File: src/rtl/sacc_defines.vh
// constants for the converter control block
`ifndef SACC_DEFINES_VH
`define SACC_DEFINES_VH
`define SACC_ADDR_LIMIT_LO   8'hc5
`define SACC_ADDR_LIMIT_HI   8'hc6
`define SACC_ADDR_CONTROL    8'he8
`define SACC_RESET_BYTE      8'h00
`define SACC_BIT_ON          7
`define SACC_BIT_TRACK_DELAY 6
`define SACC_BIT_DONE        5
`define SACC_BIT_ACTIVE      4
`define SACC_BIT_WINDOW      3
`define SACC_SRC_WRITE       3'h0
`define SACC_SRC_TIMER2      3'h2
`define SACC_SRC_TIMER1      3'h3
`define SACC_SRC_EXTERNAL    3'h4
`define SACC_SRC_TIMER3      3'h5
`define SACC_TRACK_DELAY_CYC 2'h3
`define SACC_RESOLUTION      10
`define SACC_CONVERT_CYC     5'h0d
`endif

File: src/rtl/sacc_pin_sync.v
// three-flop synchroniser with agreement filter and rising edge detect
`timescale 1ns/1ps
module sacc_pin_sync
(
  // clock and reset
  input  wire clk,
  input  wire rst_n,
  // pin and filtered outputs
  input  wire pin,
  output reg  level_q,
  output wire rise
);
  reg s1_q;
  reg s2_q;
  reg s3_q;
  reg prev_q;

  always @(posedge clk or negedge rst_n)
  begin
    if (!rst_n)
    begin
      s1_q    <= 1'b0;
      s2_q    <= 1'b0;
      s3_q    <= 1'b0;
      level_q <= 1'b0;
      prev_q  <= 1'b0;
    end
    else
    begin
      s1_q   <= pin;
      s2_q   <= s1_q;
      s3_q   <= s2_q;
      prev_q <= level_q;
      // a change counts once stages two and three agree
      if (s2_q == s3_q)
        level_q <= s3_q;
    end
  end

  assign rise = level_q & ~prev_q;
endmodule

File: src/rtl/sacc_window.v
// less-than window comparison against the threshold word
`timescale 1ns/1ps
module sacc_window
#(
  parameter WIDTH = 10
)
(
  // result and threshold
  input  wire [WIDTH-1:0] result,
  input  wire [15:0]      limit,
  output wire             below
);
  assign below = ({6'h00, result} < limit);
endmodule

File: src/rtl/sacc_control.v
// converter control: register file, start selection, track and convert
`timescale 1ns/1ps
//-----------------------------------------------------------------------
// Overview of operation
//-----------------------------------------------------------------------
`include "sacc_defines.vh"
module sacc_control
#(
  parameter RES_BITS = `SACC_RESOLUTION
)
(
  // clock and reset
  input  wire                CLOCK,
  input  wire                RST_N,
  // special function register bus
  input  wire [7:0]          SFR_ADDR,
  input  wire                SFR_WR,
  input  wire                SFR_BIT_WR,
  input  wire [2:0]          SFR_BIT_SEL,
  input  wire [7:0]          SFR_WDATA,
  output reg  [7:0]          SFR_RDATA,
  // start triggers
  input  wire                TIMER1_OVF,
  input  wire                TIMER2_OVF,
  input  wire                TIMER3_OVF,
  input  wire                EXTERNAL_START_TRIGGER,
  // analog front end
  input  wire                COMPARE_IN,
  output wire                CONVERTER_ON,
  output wire                TRACKING,
  output reg  [RES_BITS-1:0] RESULT,
  output reg                 RESULT_VALID
);
  //---------------------------------------------------------------------
  // state
  //---------------------------------------------------------------------
  localparam ST_IDLE    = 2'h0;
  localparam ST_TRACK   = 2'h1;
  localparam ST_CONVERT = 2'h2;

  reg [7:0]          ctrl_q;
  reg [7:0]          limit_lo_q;
  reg [7:0]          limit_hi_q;
  reg [1:0]          state_q;
  reg [1:0]          track_cnt_q;
  reg [4:0]          bit_cnt_q;
  reg [RES_BITS-1:0] sar_q;
  wire               ext_level;
  wire               ext_rise;
  wire               below;
  reg                start_evt;
  reg [7:0]          ctrl_wr_val;
  reg                ctrl_written;
  wire               finish;

  sacc_pin_sync u_sync
  (
    .clk     (CLOCK),
    .rst_n   (RST_N),
    .pin     (EXTERNAL_START_TRIGGER),
    .level_q (ext_level),
    .rise    (ext_rise)
  );

  sacc_window #(.WIDTH(RES_BITS)) u_window
  (
    .result (sar_q),
    .limit  ({limit_hi_q, limit_lo_q}),
    .below  (below)
  );

  // merge a bit write into the current byte
  function [7:0] bit_merge;
    input [7:0] cur;
    input [2:0] sel;
    input       val;
    begin
      bit_merge      = cur;
      bit_merge[sel] = val;
    end
  endfunction

  //---------------------------------------------------------------------
  // bus decode
  //---------------------------------------------------------------------
  always @*
  begin
    ctrl_written = (SFR_WR | SFR_BIT_WR) &&
                   (SFR_ADDR == `SACC_ADDR_CONTROL);
    if (SFR_BIT_WR)
      ctrl_wr_val = bit_merge(ctrl_q, SFR_BIT_SEL,
                              SFR_WDATA[0]);
    else
      ctrl_wr_val = SFR_WDATA;
  end

  always @*
  begin
    case (SFR_ADDR)
      `SACC_ADDR_CONTROL:  SFR_RDATA = ctrl_q;
      `SACC_ADDR_LIMIT_LO: SFR_RDATA = limit_lo_q;
      `SACC_ADDR_LIMIT_HI: SFR_RDATA = limit_hi_q;
      default:             SFR_RDATA = 8'h00;
    endcase
  end

  //---------------------------------------------------------------------
  // start selection
  //---------------------------------------------------------------------
  always @*
  begin
    case (ctrl_q[2:0])
      `SACC_SRC_WRITE:
        start_evt = ctrl_written &&
                    ctrl_wr_val[`SACC_BIT_ACTIVE] &&
                    (!SFR_BIT_WR ||
                     SFR_BIT_SEL == `SACC_BIT_ACTIVE) &&
                    (SFR_WR ? SFR_WDATA[`SACC_BIT_ACTIVE]
                            : SFR_WDATA[0]);
      `SACC_SRC_TIMER2:   start_evt = TIMER2_OVF;
      `SACC_SRC_TIMER1:   start_evt = TIMER1_OVF;
      `SACC_SRC_EXTERNAL: start_evt = ext_rise;
      `SACC_SRC_TIMER3:   start_evt = TIMER3_OVF;
      default:            start_evt = 1'b0;
    endcase
  end

  assign finish = (state_q == ST_CONVERT) &&
                  (bit_cnt_q == `SACC_CONVERT_CYC - 5'h01);

  //---------------------------------------------------------------------
  // registers and sequencer
  //---------------------------------------------------------------------
  always @(posedge CLOCK or negedge RST_N)
  begin
    if (!RST_N)
    begin
      ctrl_q       <= `SACC_RESET_BYTE;
      limit_lo_q   <= `SACC_RESET_BYTE;
      limit_hi_q   <= `SACC_RESET_BYTE;
      state_q      <= ST_IDLE;
      track_cnt_q  <= 2'h0;
      bit_cnt_q    <= 5'h00;
      sar_q        <= {RES_BITS{1'b0}};
      RESULT       <= {RES_BITS{1'b0}};
      RESULT_VALID <= 1'b0;
    end
    else
    begin
      RESULT_VALID <= 1'b0;
      if (SFR_WR && SFR_ADDR == `SACC_ADDR_LIMIT_LO)
        limit_lo_q <= SFR_WDATA;
      if (SFR_WR && SFR_ADDR == `SACC_ADDR_LIMIT_HI)
        limit_hi_q <= SFR_WDATA;
      if (ctrl_written)
      begin
        ctrl_q[7:5] <= ctrl_wr_val[7:5];
        ctrl_q[3:0] <= ctrl_wr_val[3:0];
        // busy is hardware owned; a write of 0 has no effect
      end
      case (state_q)
        ST_IDLE:
        begin
          if (ctrl_q[`SACC_BIT_ON] && start_evt)
          begin
            ctrl_q[`SACC_BIT_ACTIVE] <= 1'b1;
            bit_cnt_q <= 5'h00;
            sar_q     <= {1'b1, {(RES_BITS-1){1'b0}}};
            if (ctrl_q[`SACC_BIT_TRACK_DELAY])
            begin
              track_cnt_q <= 2'h0;
              state_q     <= ST_TRACK;
            end
            else
              state_q <= ST_CONVERT;
          end
        end
        ST_TRACK:
        begin
          track_cnt_q <= track_cnt_q + 2'h1;
          if (track_cnt_q == `SACC_TRACK_DELAY_CYC - 2'h1)
            state_q <= ST_CONVERT;
        end
        ST_CONVERT:
        begin
          bit_cnt_q <= bit_cnt_q + 5'h01;
          // successive approximation, one bit per cycle
          if (bit_cnt_q < RES_BITS)
          begin
            sar_q[RES_BITS-1-bit_cnt_q] <= COMPARE_IN;
            if (bit_cnt_q < RES_BITS - 1)
              sar_q[RES_BITS-2-bit_cnt_q] <= 1'b1;
          end
          if (finish)
          begin
            state_q      <= ST_IDLE;
            RESULT       <= sar_q;
            RESULT_VALID <= 1'b1;
            ctrl_q[`SACC_BIT_ACTIVE] <= 1'b0;
            ctrl_q[`SACC_BIT_DONE]   <= 1'b1;
            if (below)
              ctrl_q[`SACC_BIT_WINDOW] <= 1'b1;
          end
        end
        default: state_q <= ST_IDLE;
      endcase
      if (!ctrl_q[`SACC_BIT_ON])
      begin
        state_q                  <= ST_IDLE;
        ctrl_q[`SACC_BIT_ACTIVE] <= 1'b0;
      end
    end
  end

  assign CONVERTER_ON = ctrl_q[`SACC_BIT_ON];
  // tracking: internal sources whenever idle; external pin per delay bit
  assign TRACKING = ctrl_q[`SACC_BIT_ON] &&
                    (state_q == ST_TRACK ||
                     (state_q == ST_IDLE &&
                      (ctrl_q[2:0] != `SACC_SRC_EXTERNAL ||
                       ctrl_q[`SACC_BIT_TRACK_DELAY] ||
                       !ext_level)));
endmodule

File: config.mk
export PLATFORM = sky130hd
export DESIGN_NAME = sacc_control
export DESIGN_NICKNAME = d
export VERILOG_FILES = /design/src/rtl/sacc_pin_sync.v /design/src/rtl/sacc_window.v /design/src/rtl/sacc_control.v
export VERILOG_INCLUDE_DIRS = /design/src /design/src/rtl
export SDC_FILE = /design/constraint.sdc
export NUM_CORES = 1
export LEC_CHECK = 0
export BUFFER_PORTS_ARGS = -buffer_cell sky130_fd_sc_hd__buf_4
export CAP_MARGIN = 20
export CORE_ASPECT_RATIO = 1.75
export CORE_MARGIN = 1.5
export CORE_UTILIZATION = 49
export CTS_CLUSTER_SIZE = 8
export DETAILED_ROUTE_END_ITERATION = 7
export GPL_TIMING_DRIVEN = 0
export PLACE_DENSITY = 0.7
export RECOVER_POWER = 25
export SLEW_MARGIN = 20
export SYNTH_ARGS = -nofsm -noshare
export SYNTH_HDL_FRONTEND = slang
export SYNTH_SLANG_ARGS = --single-unit
File: constraint.sdc
create_clock -name CLOCK -period 2.8 [get_ports CLOCK]
set_input_delay 0.28 -clock CLOCK [delete_from_list [all_inputs] [get_ports CLOCK]]
set_output_delay 0.28 -clock CLOCK [all_outputs]
set_load 0.05 [all_outputs]
==> results by group, run 1 <==
Run status
  • Status: complete, but fails checks
  • Failing checks: capacitance limit, slew limit

CTS
  • Clk_lat worst skew: 0.32 ns
  • Num CTS Buffers: 9
  • Post-CTS setup buffer count: 0
  • Sink Count: 59
  • Clock tree buffer depth: 2
  • Clock root buffer master: clkbuf_16
  • CTS tree: done
  • Clock transition at path regs: 0.05 ns
  • CTS HTree Levels: 3

Critical path
  • Cells along the critical path: inv_1, ha_1, clkbuf_1, nand3_1, nor3_4, clkbuf_2, mux2_2
  • Slowest-stage cell, CP: dfrtp_1
  • CP Class: reg2reg
  • Startpoint types: flip-flop
  • Crit. End Element: flip-flop
  • Worst reg2reg path depth: 7
  • Worst EP required: 3.00 ns
  • Worst EP arrival: 2.74 ns
  • Largest stage delay on the critical path: 0.44 ns
  • Critical Path Fanout Max: 10

Finish
  • Final core utilization: 0.6275
  • Register area: 1476 um^2
  • Non-Filler Instances: 475
  • Commonest non-fill, non-tap cell in the layout: dfrtp_1
  • Commonest cells after routing, fill and taps aside: dfrtp_1, buf_4, inv_1
  • Nets: 435
  • Layout cells sized above 1: 0.2545
  • Multi-input logic area: 1768 um^2
  • Antenna cells: 0
  • Layout fillers: 574
  • Layout area overhead: 22.42%

Logic synthesis
  • XOR/XNOR share of the synthesized area: 0.002594
  • Compound-cell area share of the yosys netlist: 0.1838
  • Gate Count Post-Synth: 332
  • Post-synth ARST share: 1.000
  • YS warnings: 0
  • Post-Synth Simple-Gate Area: 0.1578
  • Post-Synth Adder-Cell Area: 0.06966
  • Post-synthesis mux area share: 0.1019
  • Seq/Total Area, Yosys: 0.4372
  • Flops & latches, synth: 59
  • Post-synth EDFFs: 0
  • Combinational family with the most area after synthesis: compound AO/OA/AOI/OAI gates
  • Synth cell types: 56
  • Syn avg cell area: 10.17 um^2
  • Top_reg_cell synth: dfrtp_1
  • Synthesized area: 3377 um^2
  • Syn_nets: 378

Power and ir drop
  • Combinational power share: 0.061
  • NetSw: 0.4552 mW
  • Final Total Pwr: 2.024 mW
  • Switch share: 0.2249
  • Proportion of power drawn by flip-flops and latches: 0.438
  • Worst VDD drop: 0.3149 mV
  • Internal: 1.569 mW
  • Clock power frac: 0.500
  • LEAKAGE: 1.971 nW
  • PD cells: 489.6 nW/um^2

Hold path
  • Worst Hold Path Cells: 1
  • Hold Crit Class: in2reg

Placed design
  • Dpl cells: 461
  • RePlAce Congestion: 0.8970
  • Detailed Place HPWL: 6.366 mm
  • Port bufs: 47

Global routing
  • Largest net degree at the start of global routing: 60
  • Grt ovf: 0
  • Vias in the first global route: 2,893
  • Initial antenna violation count: 0
  • Gr usage total: 0.2552
  • First-pass GRT wire length: 14.42 mm

Timing
  • Relative slew slack: -0.001788
  • Max-slew violations: 53
  • Setup repair after global routing missed its margin: no
  • Fmax: 393.7 MHz
  • Final worst path period need: 2.540 ns
  • Final TNS setup: 0 ns
  • Fin Clk Skew: 0.008823 ns
  • Fin. Hold Viols: 0
  • Endpoints failing setup: 0
  • Least-Margin Pin Slew: 1.503 ns
  • Final period util: 0.9072

Die
  • Die H: 112.8 um
  • Cell row count: 39
  • Initial Util: 0.5126
  • Io pins: 49
  • Full die area: 7418 um^2
  • CORE AREA: 6588 um^2
  • Die width: 65.76 um

Drt
  • DR DRC count: 0
  • Vias post-DR: 2,908
  • DR iter-0 viols: 336
  • Post-route ant nets: 0
  • DR WL/cell: 18.37 um
  • DRT Pass-1 Iters: 8
  • Final wirelength: 8.728 mm
  • Vias per inst: 6.122

Flow run
  • Max_cap viols: 1
## registers in the layout, indices dropped and copies added (netlist names)
register and flops:
state_q 2, u_sync.level_q 1, u_sync.prev_q 1, RESULT 10, u_sync.s3_q 1, bit_cnt_q 5
u_sync.s2_q 1, limit_lo_q 8, limit_hi_q 8, u_sync.s1_q 1, ctrl_q 8, RESULT_VALID 1
sar_q 10, track_cnt_q 2
## cells by family after synthesis
logic type               after synthesis
AO/OA/AOI/OAI                         85
XOR/XNOR                               1
adder cells (fa/ha/maj)               19
buffers and inverters                 42
flip-flops                            59
multiplexers                          31
AND/OR/NAND/NOR                       95
## synth_stat cells (10+ instances only)
| master | count | area [um^2] |
|---|---|---|
| nor2_1 | 16 | 60.06 |
| nand2_1 | 28 | 105.1 |
| a21oi_1 | 11 | 55.05 |
| and3_1 | 10 | 62.56 |
| inv_1 | 30 | 112.6 |
| o21ai_0 | 17 | 85.08 |
| clkbuf_1 | 11 | 41.29 |
| ha_1 | 18 | 225.2 |
| mux2_2 | 27 | 304.0 |
| dfrtp_1 | 59 | 1476 |
## worst max-delay path, delay by kind of cell, from the launching register on
family                     cells  cell delay, ns
buffers and inverters          3            0.89
and+or+nand+nor                2            0.55
DFF                            1            0.44
muxes                          1            0.37
adders and majority gates      1            0.17
## power by group through the flow
| stage | Sequential [mW] | Combinational [mW] | Clock, mW |
|---|---|---|---|
| after global routing | 0.889 | 0.136 | 1.07 |
| after floorplan | 0.896 | 0.0536 | 0 |
| after CTS | 0.886 | 0.125 | 1.03 |
| final | 0.887 | 0.124 | 1.01 |
| after detailed placement | 0.901 | 0.125 | 0 |
| after global placement | 0.900 | 0.121 | 0 |
## metrics by stage
stage / area [um^2] / hold slack [ns] / setup WS [ns]
final: 4134 / 0.08624 / 0.2598
after global placement: 3832 / 0.3325 / -0.2811
after global routing: 4134 / 0.07122 / 0.05664
after floorplan: 3377 / -0.01559 / 0.3846
after CTS: 4118 / 0.05205 / 0.1519
after detailed placement: 3832 / 0.3347 / -0.2931
## metal layers
| layer | vias up | track usage | routed length (um) |
|---|---|---|---|
| li1 | 1355 | - | - |
| met1 | 1435 | 0.2911 | 3380 |
| met2 | 100 | 0.4377 | 4717 |
| met3 | 18 | 0.05268 | 375 |
| met4 | 0 | 0.1333 | 255 |
| met5 | - | 0 | 0 |
## path summary, 6_finish.rpt
path / startpoint / end / slack, ns
setup / recovery: bit_cnt_q[1] / RESULT[0] / 0.26
max in group asynchronous: RST_N / limit_lo_q[0] / 1.57
hold / removal: EXTERNAL_START_TRIGGER / u_sync.s1_q / 0.09
setup reg to reg: bit_cnt_q[1] / RESULT[0] / 0.26
min in group asynchronous: RST_N / u_sync.s3_q / 0.31
hold reg to reg: u_sync.s1_q / u_sync.s2_q / 0.34
## cell type report
cell class / count / share of cell area
clock buffers: 11 / 0.06114
clock inverters: 4 / 0.006356
multi-input cells: 231 / 0.4277
repair buffers: 47 / 0.08475
inverters: 30 / 0.02724
well taps: 82 / 0.02482
flip-flops and latches: 59 / 0.3571
plain buffers: 11 / 0.01090
## timing repair
item / 4_1_cts / 5_1_grt
hold buffers: 0 / 0
pin swaps: 0 / 0
resized for setup: 2 / 3
setup endpoints to repair: 8 / 14
Note: power is estimated with default switching activity, not from simulation.
==> run 2: changes to the inputs <==
- ABC_AREA: default -> 1
- PLACE_DENSITY: 0.7 -> 0.69
- TNS_END_PERCENT: default -> 30
==> results by group, run 2 <==
Finish
  • Layout area overhead: 19.58%
  • Register area: 1476 um^2
  • Multi-input logic area: 1947 um^2
  • Nets: 619
  • Antenna cells: 0
  • Layout cells sized above 1: 0.1508
  • Commonest cells after routing, fill and taps aside: nand2_1, inv_1, dfrtp_1
  • Layout fillers: 699
  • Top Registers: RESULT x10, sar_q x10
  • Commonest non-fill, non-tap cell in the layout: nand2_1

Die
  • Cell row count: 42
  • Initial Util: 0.5008
  • Die width: 69.25 um
  • Full die area: 8236 um^2
  • CORE AREA: 7515 um^2
  • Die H: 118.9 um
  • Io pins: 49

Hold path
  • Worst Hold Path Cells: 1
  • Hold Crit Class: in2reg
  • Hold EP: u_sync.s1_q
  • Hold_sp: EXTERNAL_START_TRIGGER

Power and ir drop
  • NetSw: 1.910 mW
  • Combinational power share: 0.463
  • Worst VDD drop: 0.8230 mV
  • LEAKAGE: 2.359 nW
  • PD cells: 950.4 nW/um^2
  • Clock power frac: 0.243
  • Switch share: 0.4466
  • Final Total Pwr: 4.277 mW
  • Internal: 2.367 mW
  • Proportion of power drawn by flip-flops and latches: 0.293

Logic synthesis
  • Syn avg cell area: 7.308 um^2
  • Syn_nets: 561
  • Flops & latches, synth: 59
  • Post-synth ARST share: 1.000
  • Synth cell types: 38
  • YS warnings: 0
  • Gate Count Post-Synth: 515
  • Synth top area cells: dfrtp_1, nand2_1, nand3_1
  • Top-count cell post-synth: nand2_1
  • Top cell type's share of synthesized area: 0.3923
  • Synthesized area: 3764 um^2
  • Seq/Total Area, Yosys: 0.3923
  • Top_reg_cell synth: dfrtp_1
  • Area leader, netlist: dfrtp_1
  • Post-synth EDFFs: 0
  • Top cells by instance count after synthesis: nand2_1, inv_1, dfrtp_1, nand3_1, o21ai_0

Drt
  • DR DRC count: 0
  • Vias post-DR: 3,656
  • Post-route ant nets: 0
  • Final wirelength: 10.52 mm
  • DRT Pass-1 Iters: 5
  • DR WL/cell: 15.82 um
  • Vias per inst: 5.498
  • DR iter-0 viols: 196

Timing
  • Fmax: 456.1 MHz
  • Max-slew violations: 0
  • Final hold slack: 0.08362 ns
  • Least-Margin Pin Slew: 1.488 ns
  • Final TNS setup: 0 ns
  • Final worst path period need: 2.193 ns
  • Endpoints failing setup: 0
  • Setup repair after global routing missed its margin: no
  • Fin Clk Skew: 0.005553 ns
  • Fin. Hold Viols: 0
  • Final period util: 0.7831
  • Relative slew slack: 0.008274

Critical path
  • Delay-heaviest family, CP: simple AND/OR/NAND/NOR gates
  • R2r startpoint: bit_cnt_q[0]
  • Critical path buffers and inverters: 3
  • CP Class: reg2reg
  • R2r setup slk: 0.61 ns
  • Critical Path Fanout Max: 10
  • Worst reg2reg path depth: 11
  • Most used cell, CP: nand3_1
  • Worst EP required: 3.06 ns
  • Slowest-stage cell, CP: dfrtp_1
  • Cells along the critical path: inv_1, ha_1, buf_4, inv_1, nor2_1, nand3_1, nand2_1, nand3_1, a21oi_1, nand3_1, nand2_1
  • Crit. End Element: flip-flop
  • R2R Path End: sar_q[3]
  • Largest stage delay on the critical path: 0.48 ns
  • Startpoint types: flip-flop
  • Worst EP arrival: 2.46 ns

Global routing
  • Gr usage total: 0.2719
  • Largest net degree at the start of global routing: 60
  • Vias in the first global route: 3,761
  • Global routing's busiest layer: met2
  • Grt ovf: 0
  • Met2 Track Usage GR: 0.4724
  • First-pass GRT wire length: 17.57 mm
  • GRT met1 Usage: 0.2813
  • Initial antenna violation count: 0
  • Grt met3 use: 0.04907

Placed design
  • Detailed Place HPWL: 8.182 mm
  • RePlAce Congestion: 0.9807
  • Port bufs: 47

CTS
  • CTS HTree Levels: 3
  • Cts repair resizes: 0
  • Clock transition at path regs: 0.05 ns
  • Clk_lat worst skew: 0.33 ns
  • Sink Count: 59
  • Clock root buffer master: clkbuf_16
  • CTS tree: done
  • Clock tree buffer depth: 2
  • Num CTS Buffers: 9
  • Post-CTS setup buffer count: 0
  • CTS Hold Bufs: 0

Flow run
  • Max_cap viols: 0

Run status
  • Status: complete, no violations
-- run 2: cell count changes in the layout (fill, tap and decap cells not counted), sizes merged, moves of 8 or more --
cell | previous run | this run
nor2 | 16 | 37
nor3 | 2 | 11
inv | 30 | 70
a21oi | 11 | 24
a221oi | 8 | 0
o21ai | 17 | 37
a222oi | 8 | 0
mux2 | 27 | 0
nand2b | 8 | 0
nand2 | 28 | 156
buf | 46 | 54
nand3 | 6 | 58
and3 | 10 | 0
-- run 2: worst max-delay path by stage --
| stage | start | end | slack, ns | cells past startpoint |
|---|---|---|---|---|
| floorplan | ctrl_q[7] | TRACKING | 0.67 | 4 |
| global placement | bit_cnt_q[0] | sar_q[4] | 0.69 | 13 |
| detailed placement | bit_cnt_q[0] | sar_q[2] | 0.68 | 11 |
| CTS | bit_cnt_q[0] | sar_q[2] | 0.66 | 11 |
| global route | bit_cnt_q[0] | sar_q[2] | 0.36 | 11 |
| finish | bit_cnt_q[0] | sar_q[3] | 0.61 | 11 |
-- run 2: logic make-up after synthesis --
| logic type | share of synthesized area |
|---|---|
| simple gates | 0.3248 |
| buf+inv | 0.09042 |
| compound gates | 0.1223 |
| flops | 0.3923 |
| fa+ha+maj | 0.06250 |
| mux | 0.005319 |
| xor+xnor | 0.002328 |
-- run 2: per-layer routing --
layer	wire [um]	up-vias
li1	-	1801
met1	3956	1700
met2	5462	112
met3	397	43
met4	704	0
met5	0	-
-- run 2: power by group through the flow --
stage	Combinational [mW]	Clock [mW]	Sequential, mW
6_report	1.98	1.04	1.26
5_1_grt	2.24	1.11	1.28
4_1_cts	1.97	1.06	1.25
3_5_place_dp	1.96	0	1.27
3_3_place_gp	1.93	0	1.26
2_1_floorplan	1.21	0	1.44
-- run 2: layout make-up --
cell class,count,area share
plain buffers,11,0.01724
clock buffers,12,0.05254
clock inverters,3,0.008896
inverters,70,0.05838
multi-input cells,375,0.4326
flip-flops and latches,59,0.3281
well taps,88,0.02446
repair buffers,47,0.07784
-- run 2: per-stage QoR --
stage                       util  worst slack, ns  instances  cell area [um^2]
after CTS                 0.5992           0.6614        665              4503
after global placement    0.5624           0.6867        650              4227
after detailed placement  0.5624           0.6817        650              4227
after floorplan                -           0.6744        515              3764
after global routing      0.5989           0.3588        665              4501
final                     0.5989           0.6074        665              4501
